**config.mk**
```make
export PLATFORM = sky130hd
export DESIGN_NAME = sgc_top
export DESIGN_NICKNAME = d
export VERILOG_FILES = /design/src/sgc_pkg.sv /design/src/sgc_freeze.sv /design/src/sgc_top.sv
export VERILOG_INCLUDE_DIRS = /design/src /design/src/src
export SDC_FILE = /design/constraint.sdc
export NUM_CORES = 1
export LEC_CHECK = 0
export BUFFER_PORTS_ARGS = -buffer_cell sky130_fd_sc_hd__clkbuf_2
export CAP_MARGIN = 20
export CORE_MARGIN = 2
export CORE_UTILIZATION = 53
export CTS_CLUSTER_DIAMETER = 50
export CTS_CLUSTER_SIZE = 14
export DETAILED_ROUTE_END_ITERATION = 10
export PLACE_DENSITY_LB_ADDON = 0.3
export SYNTH_ARGS = -nofsm -noshare
export SYNTH_HDL_FRONTEND = slang
export SYNTH_SLANG_ARGS = --single-unit
```
**constraint.sdc**
```tcl
create_clock -name i_clock -period 4 [get_ports i_clock]
set_clock_uncertainty 0.1 [all_clocks]
set_input_delay 0 -clock i_clock [delete_from_list [all_inputs] [get_ports i_clock]]
set_output_delay 0 -clock i_clock [all_outputs]
set_load 0.1 [all_outputs]
```
**src/sgc_params.svh**
```systemverilog
// Register offsets, field positions, reset values for the global config bank
`ifndef SGC_PARAMS_SVH
`define SGC_PARAMS_SVH
`define SGC_OFF_CONFIG     12'h800
`define SGC_OFF_TEST       12'h802
`define SGC_OFF_LEVEL      12'h804
`define SGC_OFF_VECTOR     12'h805
`define SGC_BIT_STOP       15
`define SGC_BIT_FREEZE     14
`define SGC_BIT_FRZ_RSVD   13
`define SGC_BIT_SUPERVISOR_SELECT       7
`define SGC_ARB_MSB        3
`define SGC_BIT_SCAN_SEL   3
`define SGC_BIT_SCAN_EN    1
`define SGC_LEVEL_MSB      2
`define SGC_CONFIG_MASK    16'hC08F
`define SGC_TEST_MASK      16'h000A
`define SGC_CONFIG_RESET   16'h0080
`define SGC_TEST_RESET     16'h0000
`define SGC_LEVEL_RESET    3'h0
`define SGC_VECTOR_RESET   8'h0F
`define SGC_ARB_NONE       4'h0
`endif

```
**src/sgc_pkg.sv**
```systemverilog
// Types shared by the global config bank
package sgc_pkg;
  typedef enum logic [2:0] {
    SGC_RUN    = 3'b001,
    SGC_HALTNG = 3'b010,
    SGC_FROZEN = 3'b100
  } sgc_frz_t;
endpackage

```
**src/sgc_freeze.sv**
```systemverilog
// Freeze sequencer: halt on transfer boundary, resume when freeze drops
`timescale 1ns/1ps
`include "sgc_params.svh"
module sgc_freeze
  import sgc_pkg::*;
(
  input  wire logic i_clock,
  input  wire logic i_reset,
  input  wire logic i_enable,
  input  wire logic i_freeze_response,
  input  wire logic i_freeze,
  input  wire logic i_transfer_boundary,
  output logic      o_freeze_halt
);
  typedef struct packed {
    sgc_frz_t state;
    logic     halt;
  } sgc_fz_t;
  sgc_fz_t cur, next_cur;

  // Wait for a boundary, then hold until freeze is negated
  always_comb begin
    next_cur = cur;
    case (cur.state)
      SGC_RUN: begin
        if (i_freeze && i_freeze_response) begin
          next_cur.state = i_transfer_boundary ? SGC_FROZEN : SGC_HALTNG;
        end
      end
      SGC_HALTNG: begin
        if (!i_freeze) begin
          next_cur.state = SGC_RUN;
        end else if (i_transfer_boundary) begin
          next_cur.state = SGC_FROZEN;
        end
      end
      SGC_FROZEN: begin
        if (!i_freeze) begin
          next_cur.state = SGC_RUN;
        end
      end
      default: next_cur.state = SGC_RUN;
    endcase
    next_cur.halt = (next_cur.state == SGC_FROZEN);
  end

  always_ff @(posedge i_clock) begin
    if (i_reset) begin
      cur <= '{state: SGC_RUN, halt: 1'b0};
    end else if (i_enable) begin
      cur <= next_cur;
    end
  end

  assign o_freeze_halt = cur.halt;
endmodule

```
**src/sgc_top.sv**
```systemverilog
// Global configuration, test and interrupt registers of the serial module
//
// How it works
// - configuration register writes accepted only from supervisor accesses.
// - stop bit 15 set gates the module clock; clear runs normally.
// - while stopped only configuration reads are valid; writes still apply.
// - stop bit cleared by a processor write or by reset.
// - freeze bit 14 with bus freeze halts at the next transfer boundary.
// - frozen module holds its pins and resumes when freeze drops.
// - configuration bit 13 is reserved, no function.
// - supervisor select set puts registers in supervisor space; no ack users.
// - supervisor select clear acks all; user access to supervisor unmapped.
// - arbitration number contends against same-level interrupts, unique.
// - arbitration resets to zero, then no arbitration; software sets 1..F.
// - test register accessed only in test mode.
// - test bit 3 picks delay scan path, else baud clock path.
// - test bit 1 enables scan path drive, clear disables it.
// - level register accessible only in supervisor mode.
// - level applies to all serial interrupts; zero disables, seven highest.
// - vector resets to 0F and is supplied until written.
// - acknowledge drives vector bits 7..1; bit 0 comes from the bus unit.
// - vector bit zero ignores writes and reads as one.
`timescale 1ns/1ps
`include "sgc_params.svh"
module sgc_top
  import sgc_pkg::*;
(
  input  wire logic        i_clock,
  input  wire logic        i_reset,
  input  wire logic        i_enable,
  input  wire logic        i_access,
  input  wire logic        i_write,
  input  wire logic        i_supervisor,
  input  wire logic [11:0] i_address,
  input  wire logic [1:0]  i_byte_enable,
  input  wire logic [15:0] i_write_data,
  input  wire logic        i_test_mode,
  input  wire logic        i_freeze,
  input  wire logic        i_transfer_boundary,
  input  wire logic        i_halt_acknowledge_flag,
  input  wire logic        i_irq_pending,
  input  wire logic        i_interrupt_acknowledge_cycle,
  input  wire logic [2:0]  i_interrupt_acknowledge_cycle_level,
  input  wire logic [3:0]  i_interrupt_acknowledge_cycle_arb_best,
  output logic             o_address_acknowledge,
  output logic [15:0]      o_read_data,
  output logic             o_clock_gate_stop,
  output logic             o_freeze_halt,
  output logic             o_scan_path_select,
  output logic             o_test_scan_enable,
  output logic [2:0]       o_irq_level,
  output logic [3:0]       o_arb_request,
  output logic             o_interrupt_acknowledge_cycle_hit,
  output logic [7:0]       o_interrupt_acknowledge_cycle_data
);
  import sgc_pkg::*;

  typedef struct packed {
    logic [15:0] config_r;
    logic [15:0] test_r;
    logic [2:0]  level_r;
    logic [7:1]  vector_r;
    logic [15:0] rdata;
    logic [7:0]  interrupt_acknowledge_cycle_data;
    logic        interrupt_acknowledge_cycle_hit;
  } sgc_state_t;
  sgc_state_t cur, next_cur;

  // Decode helpers, used by read and write paths
  function automatic logic sgc_hit(input logic [11:0] a,
                                   input logic [11:0] off);
    sgc_hit = (a[11:1] == off[11:1]);
  endfunction
  function automatic logic [15:0] sgc_merge(input logic [15:0] old,
                                            input logic [15:0] wd,
                                            input logic [1:0]  be,
                                            input logic [15:0] mask);
    logic [15:0] lanes;
    lanes = {{8{be[1]}}, {8{be[0]}}} & mask;
    sgc_merge = (old & ~lanes) | (wd & lanes);
  endfunction

  logic        supervisor_select;
  logic        stopped;
  logic        hit_cfg;
  logic        hit_tst;
  logic        hit_lv;
  logic        sup_only;
  logic        acked;
  logic        granted;
  logic [15:0] lvvec_word;
  logic        arb_valid;

  ////////////////////////////////////////////////////////////////////////////
  // Address decode and access permission
  assign supervisor_select      = cur.config_r[`SGC_BIT_SUPERVISOR_SELECT];
  assign stopped   = cur.config_r[`SGC_BIT_STOP];
  assign hit_cfg   = sgc_hit(i_address, `SGC_OFF_CONFIG);
  assign hit_tst   = sgc_hit(i_address, `SGC_OFF_TEST);
  assign hit_lv    = sgc_hit(i_address, `SGC_OFF_LEVEL);
  // Config and level are supervisor only; test needs test mode
  assign sup_only  = hit_cfg | hit_lv;
  // User access never acked while supervisor select is set
  assign acked     = i_access && (hit_cfg | hit_tst | hit_lv)
                     && (i_supervisor || !supervisor_select);
  assign granted   = acked && (i_supervisor || !sup_only)
                     && (!hit_tst || i_test_mode);
  // Level sits in the high byte, vector in the low byte
  assign lvvec_word = {5'h00, cur.level_r, cur.vector_r, 1'b1};
  assign arb_valid  = cur.config_r[`SGC_ARB_MSB:0] != `SGC_ARB_NONE;

  ////////////////////////////////////////////////////////////////////////////
  // Next state: register writes, read data, acknowledge response
  always_comb begin
    next_cur = cur;
    next_cur.rdata    = 16'h0000;
    next_cur.interrupt_acknowledge_cycle_hit = 1'b0;
    next_cur.interrupt_acknowledge_cycle_data = 8'h00;
    if (granted && i_write) begin
      if (hit_cfg) begin
        // Only implemented bits take the write; stop clears by write
        next_cur.config_r = sgc_merge(cur.config_r, i_write_data,
                                      i_byte_enable,
                                      `SGC_CONFIG_MASK);
      end
      if (hit_tst) begin
        next_cur.test_r = sgc_merge(cur.test_r, i_write_data, i_byte_enable,
                                    `SGC_TEST_MASK);
      end
      if (hit_lv && i_byte_enable[1]) begin
        next_cur.level_r = i_write_data[8+`SGC_LEVEL_MSB:8];
      end
      // Bit zero of the vector is not stored
      if (hit_lv && i_byte_enable[0]) begin
        next_cur.vector_r = i_write_data[7:1];
      end
    end
    if (granted && !i_write) begin
      // While stopped only the config register is a guaranteed read
      if (hit_cfg) begin
        next_cur.rdata = cur.config_r;
      end else if (!stopped) begin
        if (hit_tst) begin
          next_cur.rdata = cur.test_r;
        end else begin
          next_cur.rdata = lvvec_word;
        end
      end
    end
    // Win the acknowledge only with a live level and a nonzero number
    if (i_interrupt_acknowledge_cycle && i_irq_pending && arb_valid
        && cur.level_r != 3'h0 && i_interrupt_acknowledge_cycle_level == cur.level_r
        && i_interrupt_acknowledge_cycle_arb_best == cur.config_r[`SGC_ARB_MSB:0]) begin
      next_cur.interrupt_acknowledge_cycle_hit  = 1'b1;
      next_cur.interrupt_acknowledge_cycle_data = {cur.vector_r, 1'b0};
    end
  end

  // One register stage; clock enable freezes everything
  always_ff @(posedge i_clock) begin
    if (i_reset) begin
      cur.config_r  <= `SGC_CONFIG_RESET;
      cur.test_r    <= `SGC_TEST_RESET;
      cur.level_r   <= `SGC_LEVEL_RESET;
      cur.vector_r  <= 7'(`SGC_VECTOR_RESET >> 1);
      cur.rdata     <= 16'h0000;
      cur.interrupt_acknowledge_cycle_data <= 8'h00;
      cur.interrupt_acknowledge_cycle_hit  <= 1'b0;
    end else if (i_enable) begin
      cur <= next_cur;
    end
  end

  ////////////////////////////////////////////////////////////////////////////
  // Freeze sequencer
  sgc_freeze u_freeze (
    .i_clock             (i_clock),
    .i_reset             (i_reset),
    .i_enable            (i_enable),
    .i_freeze_response   (cur.config_r[`SGC_BIT_FREEZE]),
    .i_freeze            (i_freeze),
    .i_transfer_boundary (i_transfer_boundary),
    .o_freeze_halt       (o_freeze_halt)
  );

  ////////////////////////////////////////////////////////////////////////////
  // Outputs; ack is a handshake term, read data from flops
  assign o_address_acknowledge = acked;
  assign o_read_data        = cur.rdata;
  assign o_clock_gate_stop  = stopped;
  assign o_scan_path_select = cur.test_r[`SGC_BIT_SCAN_SEL];
  assign o_test_scan_enable = cur.test_r[`SGC_BIT_SCAN_EN];
  // Level zero means no request at all
  assign o_irq_level   = i_irq_pending ? cur.level_r : 3'h0;
  assign o_arb_request = (i_irq_pending && cur.level_r != 3'h0)
                         ? cur.config_r[`SGC_ARB_MSB:0] : 4'h0;
  assign o_interrupt_acknowledge_cycle_hit    = cur.interrupt_acknowledge_cycle_hit;
  assign o_interrupt_acknowledge_cycle_data   = cur.interrupt_acknowledge_cycle_data;

  // Halt acknowledge is only advisory for software before stopping
  logic unused_halt_ack;
  assign unused_halt_ack = i_halt_acknowledge_flag;
endmodule

```
==> out/results.ini, run 1 <==
[run_status]
status=complete, no violations

[worst_setup_path]
cpPeakStageDelay_ns=0.87
crit_end=o_read_data[5]
end_kind=flop
crit_path_start_kind=flop
cp_max_fo=11
required_ns=4.12
r2r_end=o_read_data[5]
rrSetupSlack_ns=1.93
worst-r2r-cell-count=5
path_class=flop to flop
crit_family=simple AND/OR/NAND/NOR gates
critical_path.slowest_cell=nor4b_2
critical_path_depth=5
path_cells=nand2b_1, nand3_1, nor4b_2, nand3_1, a21oi_1
crit_top_cell=nand3_1
cp.arrival_ns=2.19
cp_num_buf_inv=0

[worst_hold_path]
worstHoldPathType=input port to flop

[place]
placed_area_mm2=0.00258
dp_cells=364
place_congestion=0.895
dp_hpwl_um=3840
portBuffers=76
place_ws_ns=1.76

[yosys]
synth_top_family_by_area=simple AND/OR/NAND/NOR gates
yosys_warnings=0
synthDistinctLibCells=47
ys_seq_area_frac=0.374
synthAdderAreaFrac=0
syn_avg_cell_area_um2=8.75
synth-compound-area-share=0.124
synth_seq_cells=44
async_flop_share=0
synth_cells=269
yosysTopAreaCell=dfxtp_1
synth-simple-area-share=0.290
synth_ff_type=dfxtp_1
synth_xor_area_frac=0.0260
synth_mux_area_frac=0.0723
synthesis.area_mm2=0.00235
synthTopCellsByArea=dfxtp_1, buf_4, mux2i_1, nor2_1, a21oi_1
synth_edf_count=0
yosysTopAreaCellShare=0.374

[power_and_ir_drop]
p_leak_nw=1.13
ir_drop_mv=0.141
power_density_mw_per_mm2=286

[sta]
drv_slew=0
min_period_over_period=0.517
hold_viol=0
hold-worst-slack_ns=0.0409
fmax_ghz=0.483
worst_slack_ns=1.93
rsz0062_at_grt=false
layout_min_cycle_time_ns=2.07
worstMarginPinSlew_ns=0.974
slew-limit-headroom=0.349
finalSetupViolations=0
fin_tns_setup_ns=0

[global_route]
grt_pass1_wl_um=8850
grt_max_degree=45
grt_use_total=0.222
grtUsageMet1=0.296
met2_usage=0.341
grt.overflow.total=0
grtUsageMet3=0.0613
antenna_found_initial=0
grt_pass1_vias=1900
busiest_layer=met2

[drt]
drt_first_pass_iters=4
ant_nets=0
vias_per_cell=5.33
wl_um=5430
drcViolationCount=0
post_drt_wl_per_cell_um=13.9
drt_iter0_drc=99
vias=2080

[cts]
cts.reportedPaths.clkPinSlew_ns=0.08
numCtsBuffers=5
clk_latency_ns=0.30
cts_tree=yes
post_cts_buffers=0
htree_levels=2
clock_path_buffers=2
root_buffer=clkbuf_8
cts_sinks=44

[finish]
fillCellCount=399
antenna_cells=0
final_cells=390
drive_gt1_frac=0.287
syn2layout_area_growth_pct=21.1
final_common_cell=clkbuf_2
final_area_mm2=0.00285
final_cell_mix=clkbuf_2, dfxtp_1, nor2_1, nand2_1, a21oi_1
final_nets=386

[floorplanning]
core_mm2=0.00432
rows=24
start_util=0.545
chipWidth_um=70.7
io_pins=86
dieArea_mm2=0.00499
dieHeight_um=70.7

[flow_run]
maxCapViolations=0

## worst min-delay path by stage
stage / start / to / slack (ns) / depth (start not counted)
global route: i_enable / u_freeze.cur[3] / 0.08 / 3
finish: i_enable / u_freeze.cur[3] / 0.04 / 3
detailed placement: i_write_data[2] / cur[26] / 0.13 / 2
global placement: i_write_data[2] / cur[26] / 0.13 / 2
floorplan: i_write_data[1] / cur[25] / 0.02 / 1
CTS: i_enable / u_freeze.cur[3] / 0.04 / 3
## logic make-up after synthesis
kind of cell	Yosys count
AND/OR/NAND/NOR	113
AO/OA/AOI/OAI	44
flip-flops	44
buffers and inverters	43
multiplexers	17
XOR/XNOR	7
other	1
## worst register-to-register path: stages (launching register included)
cell and delay (ns):
dfxtp_1 0.35, nand2b_1 0.13, nand3_1 0.17, nor4b_2 0.87, nand3_1 0.18, a21oi_1 0.19
## through the flow
stage,utilization,total power (W)
2_1_floorplan,-,0.000500
3_3_place_gp,0.596,0.000527
3_5_place_dp,0.596,0.000527
4_1_cts,0.659,0.000823
5_1_grt,0.659,0.000852
6_report,0.659,0.000816
## cells in the mapped netlist (3+ instances only)
cell / count
xnor2_1: 7
nand4b_1: 3
nor2_1: 30
and2_1: 9
nor4_4: 3
a22oi_1: 9
nor2b_1: 5
inv_1: 5
nor3_1: 5
dfxtp_1: 44
nand2_1: 20
clkbuf_1: 10
nand4_1: 5
a211o_1: 3
buf_4: 25
a21oi_1: 20
mux2i_1: 17
nand3_1: 12
## per-layer routing
layer / routed length, um / vias up
li1: - / 1058
met1: 2490 / 943
met2: 2540 / 70
met3: 309 / 9
met4: 89 / 0
met5: 0 / -
## power by group
group	total, W	switching, W	internal, W
sequential	0.000437	0.00000000302	0.000437
clock	0.000287	0.000146	0.000140
combinational	0.0000923	0.0000565	0.0000358
## timing repair
| item | CTS | global route |
|---|---|---|
| resized for setup | 0 | 0 |
| hold buffers | 18 | 0 |
| hold endpoints to repair | 24 | 0 |
## layout make-up
cell class / instances / area, um2 / area share
sequential: 44 / 881 / 0.309
clock buffer: 7 / 86.3 / 0.0303
clock inverter: 1 / 7.51 / 0.00263
tap: 52 / 65.1 / 0.0228
multi-input combinational: 185 / 1220 / 0.428
inverter: 6 / 22.5 / 0.00790
timing repair buffer: 95 / 568 / 0.199
(Power assumes the default switching activity.)
==> run 2: changes to the inputs <==
- ABC_AREA: not set -> 1
- CORE_UTILIZATION: 53 -> 45
- clock period: 4 -> 1.9 ns (I/O delays scaled with it)
==> out/results.ini, run 2 <==
[run_status]
status=complete, no violations

[place]
dp_hpwl_um=4500  ; +17%
place_congestion=0.864  ; -3.5%
portBuffers=76  ; unchanged
place_ws_ns=0.139  ; -1.62 ns
dp_cells=490  ; +35%

[floorplanning]
io_pins=86  ; unchanged
rows=26  ; +8.3%
start_util=0.472  ; -0.0726
core_mm2=0.00514  ; +19%
dieArea_mm2=0.00599  ; +20%
dieHeight_um=77.4  ; +9.6%
chipWidth_um=77.4  ; +9.6%

[drt]
drt_first_pass_iters=4  ; unchanged
drt_iter0_drc=119  ; +20%
post_drt_wl_per_cell_um=11.8  ; -16%
vias=2442  ; +17%
ant_nets=0  ; unchanged
drcViolationCount=0  ; unchanged
wl_um=6060  ; +12%
vias_per_cell=4.74  ; -11%

[global_route]
grt_use_total=0.207  ; -0.0150
grt_max_degree=22  ; -51%
grt.overflow.total=0  ; unchanged
grt_pass1_wl_um=10000  ; +13%
grt_pass1_vias=2203  ; +16%
antenna_found_initial=0  ; unchanged

[sta]
worstMarginPinSlew_ns=0.555  ; -0.419 ns
worst_slack_ns=0.128  ; -1.80 ns
finalSetupViolations=0  ; unchanged
min_period_over_period=0.933
drv_slew=0  ; unchanged
slew-limit-headroom=0.632  ; +0.283
fin_tns_setup_ns=0  ; unchanged
hold_viol=0  ; unchanged
rsz0062_at_grt=false
fmax_ghz=0.564
layout_min_cycle_time_ns=1.77

[worst_setup_path]
cpPeakStageDelay_ns=0.36  ; -0.51 ns
critical_path.slowest_cell=clkbuf_2
cp.arrival_ns=1.67  ; -0.52 ns
path_cells=nand2_1, clkinvlp_4, nor3_2, inv_1, nand2_1, inv_1, clkbuf_2
end_kind=primary output
crit_path_start_kind=flop
path_class=flop to primary output
cp_max_fo=4  ; -7
required_ns=1.80  ; -2.32 ns

[flow_run]
maxCapViolations=0  ; unchanged

[yosys]
synthTopCellsByArea=dfxtp_1, nand2_1, nor2_1, buf_4, inv_1
synth_cells=369  ; +37%
yosysTopAreaCell=dfxtp_1
ys_seq_area_frac=0.363  ; -0.0110
synth_edf_count=0  ; unchanged
synthTopCellsByCount=nand2_1, nor2_1, inv_1
synth_seq_cells=44  ; unchanged
synth_ff_type=dfxtp_1
synthDistinctLibCells=29  ; -38%
syn_avg_cell_area_um2=6.57  ; -25%
yosys_warnings=0  ; unchanged
synthesis.area_mm2=0.00243  ; +3.0%
async_flop_share=0  ; unchanged
yosysMostFrequentCell=nand2_1
yosysTopAreaCellShare=0.363  ; -0.0110

[cts]
cts_tree=yes
post_cts_buffers=0  ; unchanged
cts.reportedPaths.clkPinSlew_ns=0.08  ; about the same
htree_levels=2  ; unchanged
clock_path_buffers=2  ; unchanged
numCtsBuffers=5  ; unchanged
clk_latency_ns=0.31  ; about the same
cts_sinks=44  ; unchanged
root_buffer=clkbuf_8

[worst_hold_path]
worstHoldPathType=input port to flop

[power_and_ir_drop]
ir_drop_mv=0.312  ; +120%
p_leak_nw=1.55  ; +38%
power_w=0.00180  ; +120%
power_density_mw_per_mm2=596  ; +110%

[finish]
final_cell_mix=nand2_1, clkbuf_2, nor2_1, inv_1, dfxtp_1
postLayoutCoreUtil=0.587  ; -0.0723
final_cells=515  ; +32%
antenna_cells=0  ; unchanged
final_nets=493  ; +28%
final_common_cell=nand2_1
drive_gt1_frac=0.247  ; -0.0398
syn2layout_area_growth_pct=24.4

run 2: metal layers:
layer,global-route usage,part of all wire,vias up
li1,-,-,1267
met2,0.332,0.46,85
met4,0.0821,0.020,0
met3,0.0372,0.067,9
met5,0,0,-
met1,0.276,0.45,1081
run 2: timing repair:
action | CTS | global route
hold endpoints to repair | 23 | 0
hold buffers | 17 | 0
endpoints found under the setup margin | 0 | 13
gates resized for setup | 0 | 4
run 2: where the power goes:
group / internal [W] / switching, W / total, W
combinational: 0.0000789 / 0.000158 / 0.000237
sequential: 0.000928 / 0.00000309 / 0.000931
clock: 0.000294 / 0.000338 / 0.000632
total: 0.00130 / 0.000498 / 0.00180
run 2: per-stage QoR:
step | hold slack [ns] | area (um2)
floorplan | 0.0349 | 2450
CTS | 0.00715 | 3000
global route | 0.0359 | 3020
finish | 0.0157 | 3020
global placement | 0.127 | 2740
detailed placement | 0.130 | 2740
run 2: layout make-up:
class,instances,area (um2)
Clock inverter,2,15.0
Tap cell,70,87.6
Fill cell,516,2120
Multi-Input combinational cell,247,1170
Timing Repair Buffer,99,596
Inverter,47,188
Sequential cell,44,881
Clock buffer,6,82.6
run 2: worst paths after layout:
path | depth (start not counted) | slack (ns) | start | end
worst max register to register | 8 | 0.19 | u_freeze.cur[3] | u_freeze.cur[2]
worst min-delay path | 3 | 0.02 | i_reset | o_read_data[10]
worst min register to register | 2 | 0.37 | o_read_data[1] | o_read_data[1]
worst max-delay path | 7 | 0.13 | cur[33] | o_arb_request[0]
run 2: worst max-delay path, delay by kind of cell (launching register included):
family                 cells  cell delay (ns)
buffers and inverters      4             0.62
and+or+nand+nor            3             0.42
DFF                        1             0.33
run 2: kinds of logic after synthesis:
group,count (synthesis),share of synthesized area
buffers and inverters,81,0.168
XOR/XNOR,3,0.0108
flip-flops,44,0.363
AND/OR/NAND/NOR,198,0.361
other,1,0.00155
AO/OA/AOI/OAI,42,0.0954
==> run 3: changes to the inputs <==
- REMOVE_ABC_BUFFERS: not set -> 1
==> out/results.ini, run 3 (synthesized netlist as in run 2, its figures left out) <==
[cts]
root_buffer=clkbuf_8
htree_levels=2  ; unchanged
cts.reportedPaths.clkPinSlew_ns=0.09  ; about the same
clock_path_buffers=2  ; unchanged
clk_latency_ns=0.30  ; about the same
numCtsBuffers=5  ; unchanged
cts_tree=yes
cts_sinks=44  ; unchanged

[worst_setup_path]
cp.arrival_ns=1.95  ; +0.28 ns
crit_path_start_kind=flop
rrSetupSlack_ns=0.1  ; -0.09 ns
path_class=flop to flop
end_kind=flop
required_ns=2.05  ; +0.25 ns
cp_max_fo=3  ; -1
worst-r2r-cell-count=10  ; +2

[drt]
drcViolationCount=0  ; unchanged
drt_iter0_drc=138  ; +16%
vias=2392  ; -2.0%
ant_nets=0  ; unchanged
vias_per_cell=4.66  ; -1.7%
post_drt_wl_per_cell_um=11.4  ; -2.9%
wl_um=5870  ; -3.2%
drt_first_pass_iters=4  ; unchanged

[finish]
final_common_cell=nand2_1
postLayoutCoreUtil=0.577  ; -0.00998
final_cells=513  ; -0.39%
final_cell_mix=nand2_1, clkbuf_2, nor2_1, inv_1, dfxtp_1
fillCellCount=540  ; +4.7%
antenna_cells=0  ; unchanged
syn2layout_area_growth_pct=22.3
final_nets=492  ; -0.20%
drive_gt1_frac=0.239  ; -0.00791

[power_and_ir_drop]
power_density_mw_per_mm2=585  ; -1.9%
ir_drop_mv=0.483  ; +55%
p_leak_nw=1.56  ; +0.70%

[floorplanning]
dieArea_mm2=0.00599  ; unchanged
rows=26  ; unchanged
io_pins=86  ; unchanged
core_mm2=0.00514  ; unchanged
dieHeight_um=77.4  ; unchanged
start_util=0.472  ; unchanged
chipWidth_um=77.4  ; unchanged

[global_route]
antenna_found_initial=0  ; unchanged
grt_pass1_vias=2330  ; +5.8%
grt.overflow.total=0  ; unchanged
grt_pass1_wl_um=10300  ; +3.0%
grt_max_degree=21  ; -4.5%
grt_use_total=0.211  ; +0.00384

[worst_hold_path]
worstHoldPathType=input port to flop
hp-start=i_reset

[place]
place_congestion=0.874  ; +1.2%
dp_cells=488  ; -0.41%
dp_hpwl_um=4320  ; -4.1%
portBuffers=76  ; unchanged

[sta]
min_period_over_period=0.948  ; +0.0156
hold-worst-slack_ns=0.0268  ; +0.0111 ns
finalSetupViolations=0  ; unchanged
hold_viol=0  ; unchanged
drv_slew=0  ; unchanged
rsz0062_at_grt=true
layout_min_cycle_time_ns=1.80  ; +0.0297 ns
slew-limit-headroom=0.633  ; +0.00111
fmax_ghz=0.555  ; -1.6%
worstMarginPinSlew_ns=0.553  ; -0.00166 ns

[flow_run]
maxCapViolations=0  ; unchanged

[run_status]
status=complete, no violations

[run 3: area by class of cell]
type | count | area [um2] | share of cell area
clock buffers | 5 | 68.8 | 0.0232
clock inverters | 2 | 12.5 | 0.00422
inverters | 47 | 176 | 0.0595
multi-input cells | 247 | 1150 | 0.389
flip-flops and latches | 44 | 882 | 0.297
well taps | 70 | 87.6 | 0.0295
repair buffers | 98 | 586 | 0.197
[run 3: timing repair]
item | 4_1_cts | 5_1_grt
endpoints found under the hold margin | 21 | 0
resized for setup | 0 | 3
setup endpoints to repair | 0 | 4
setup buffers | 0 | 2
hold buffers | 16 | 0
[run 3: worst min-delay path by stage]
| stage | end | slack, ns | cells after the start |
|---|---|---|---|
| 3_3_place_gp | cur[32] | 0.12 | 3 |
| 3_5_place_dp | cur[30] | 0.13 | 3 |
| 6_report | o_read_data[10] | 0.03 | 3 |
| 5_1_grt | o_read_data[8] | 0.04 | 2 |
| 4_1_cts | o_read_data[10] | 0.02 | 3 |
| 2_1_floorplan | o_read_data[10] | -0.04 | 1 |
[run 3: worst max-delay path, cell delays in order, from the launching register on]
cell and delay [ns]:
dfxtp_2 0.34, nand2_1 0.06, nand2_1 0.08, inv_2 0.07, o211ai_2 0.09, nor2_4 0.13
nand2_1 0.08, nor2_1 0.09, nand3_1 0.07, dlygate4sd3_1 0.56, nand3_1 0.07
[run 3: where the power goes]
part / switching (W) / leakage, nW / total [W] / internal, W
Sequential: 0.00000310 / 0.355 / 0.000931 / 0.000928
Combinational: 0.000153 / 1.17 / 0.000231 / 0.0000774
Clock: 0.000324 / 0.0400 / 0.000573 / 0.000249
Total: 0.000480 / 1.56 / 0.00173 / 0.00125
[run 3: routing by layer]
metal | share of wire | routed length [um] | track usage | vias to the layer above
li1 | - | - | - | 1270
met1 | 0.45 | 2630 | 0.263 | 1032
met2 | 0.46 | 2720 | 0.358 | 79
met3 | 0.070 | 412 | 0.0512 | 11
met4 | 0.018 | 105 | 0.0661 | 0
met5 | 0 | 0 | 0 | -
[run 3: metrics by stage]
step / area (um2) / TNS, ns / total power, W / setup slack, ns
2_1_floorplan: 2210 / -3.17 / 0.00107 / -0.168
3_3_place_gp: 2700 / 0 / 0.00116 / 0.266
3_5_place_dp: 2700 / 0 / 0.00116 / 0.189
4_1_cts: 2950 / 0 / 0.00175 / 0.0522
5_1_grt: 2970 / -0.0318 / 0.00180 / -0.0318
6_report: 2970 / 0 / 0.00173 / 0.0982
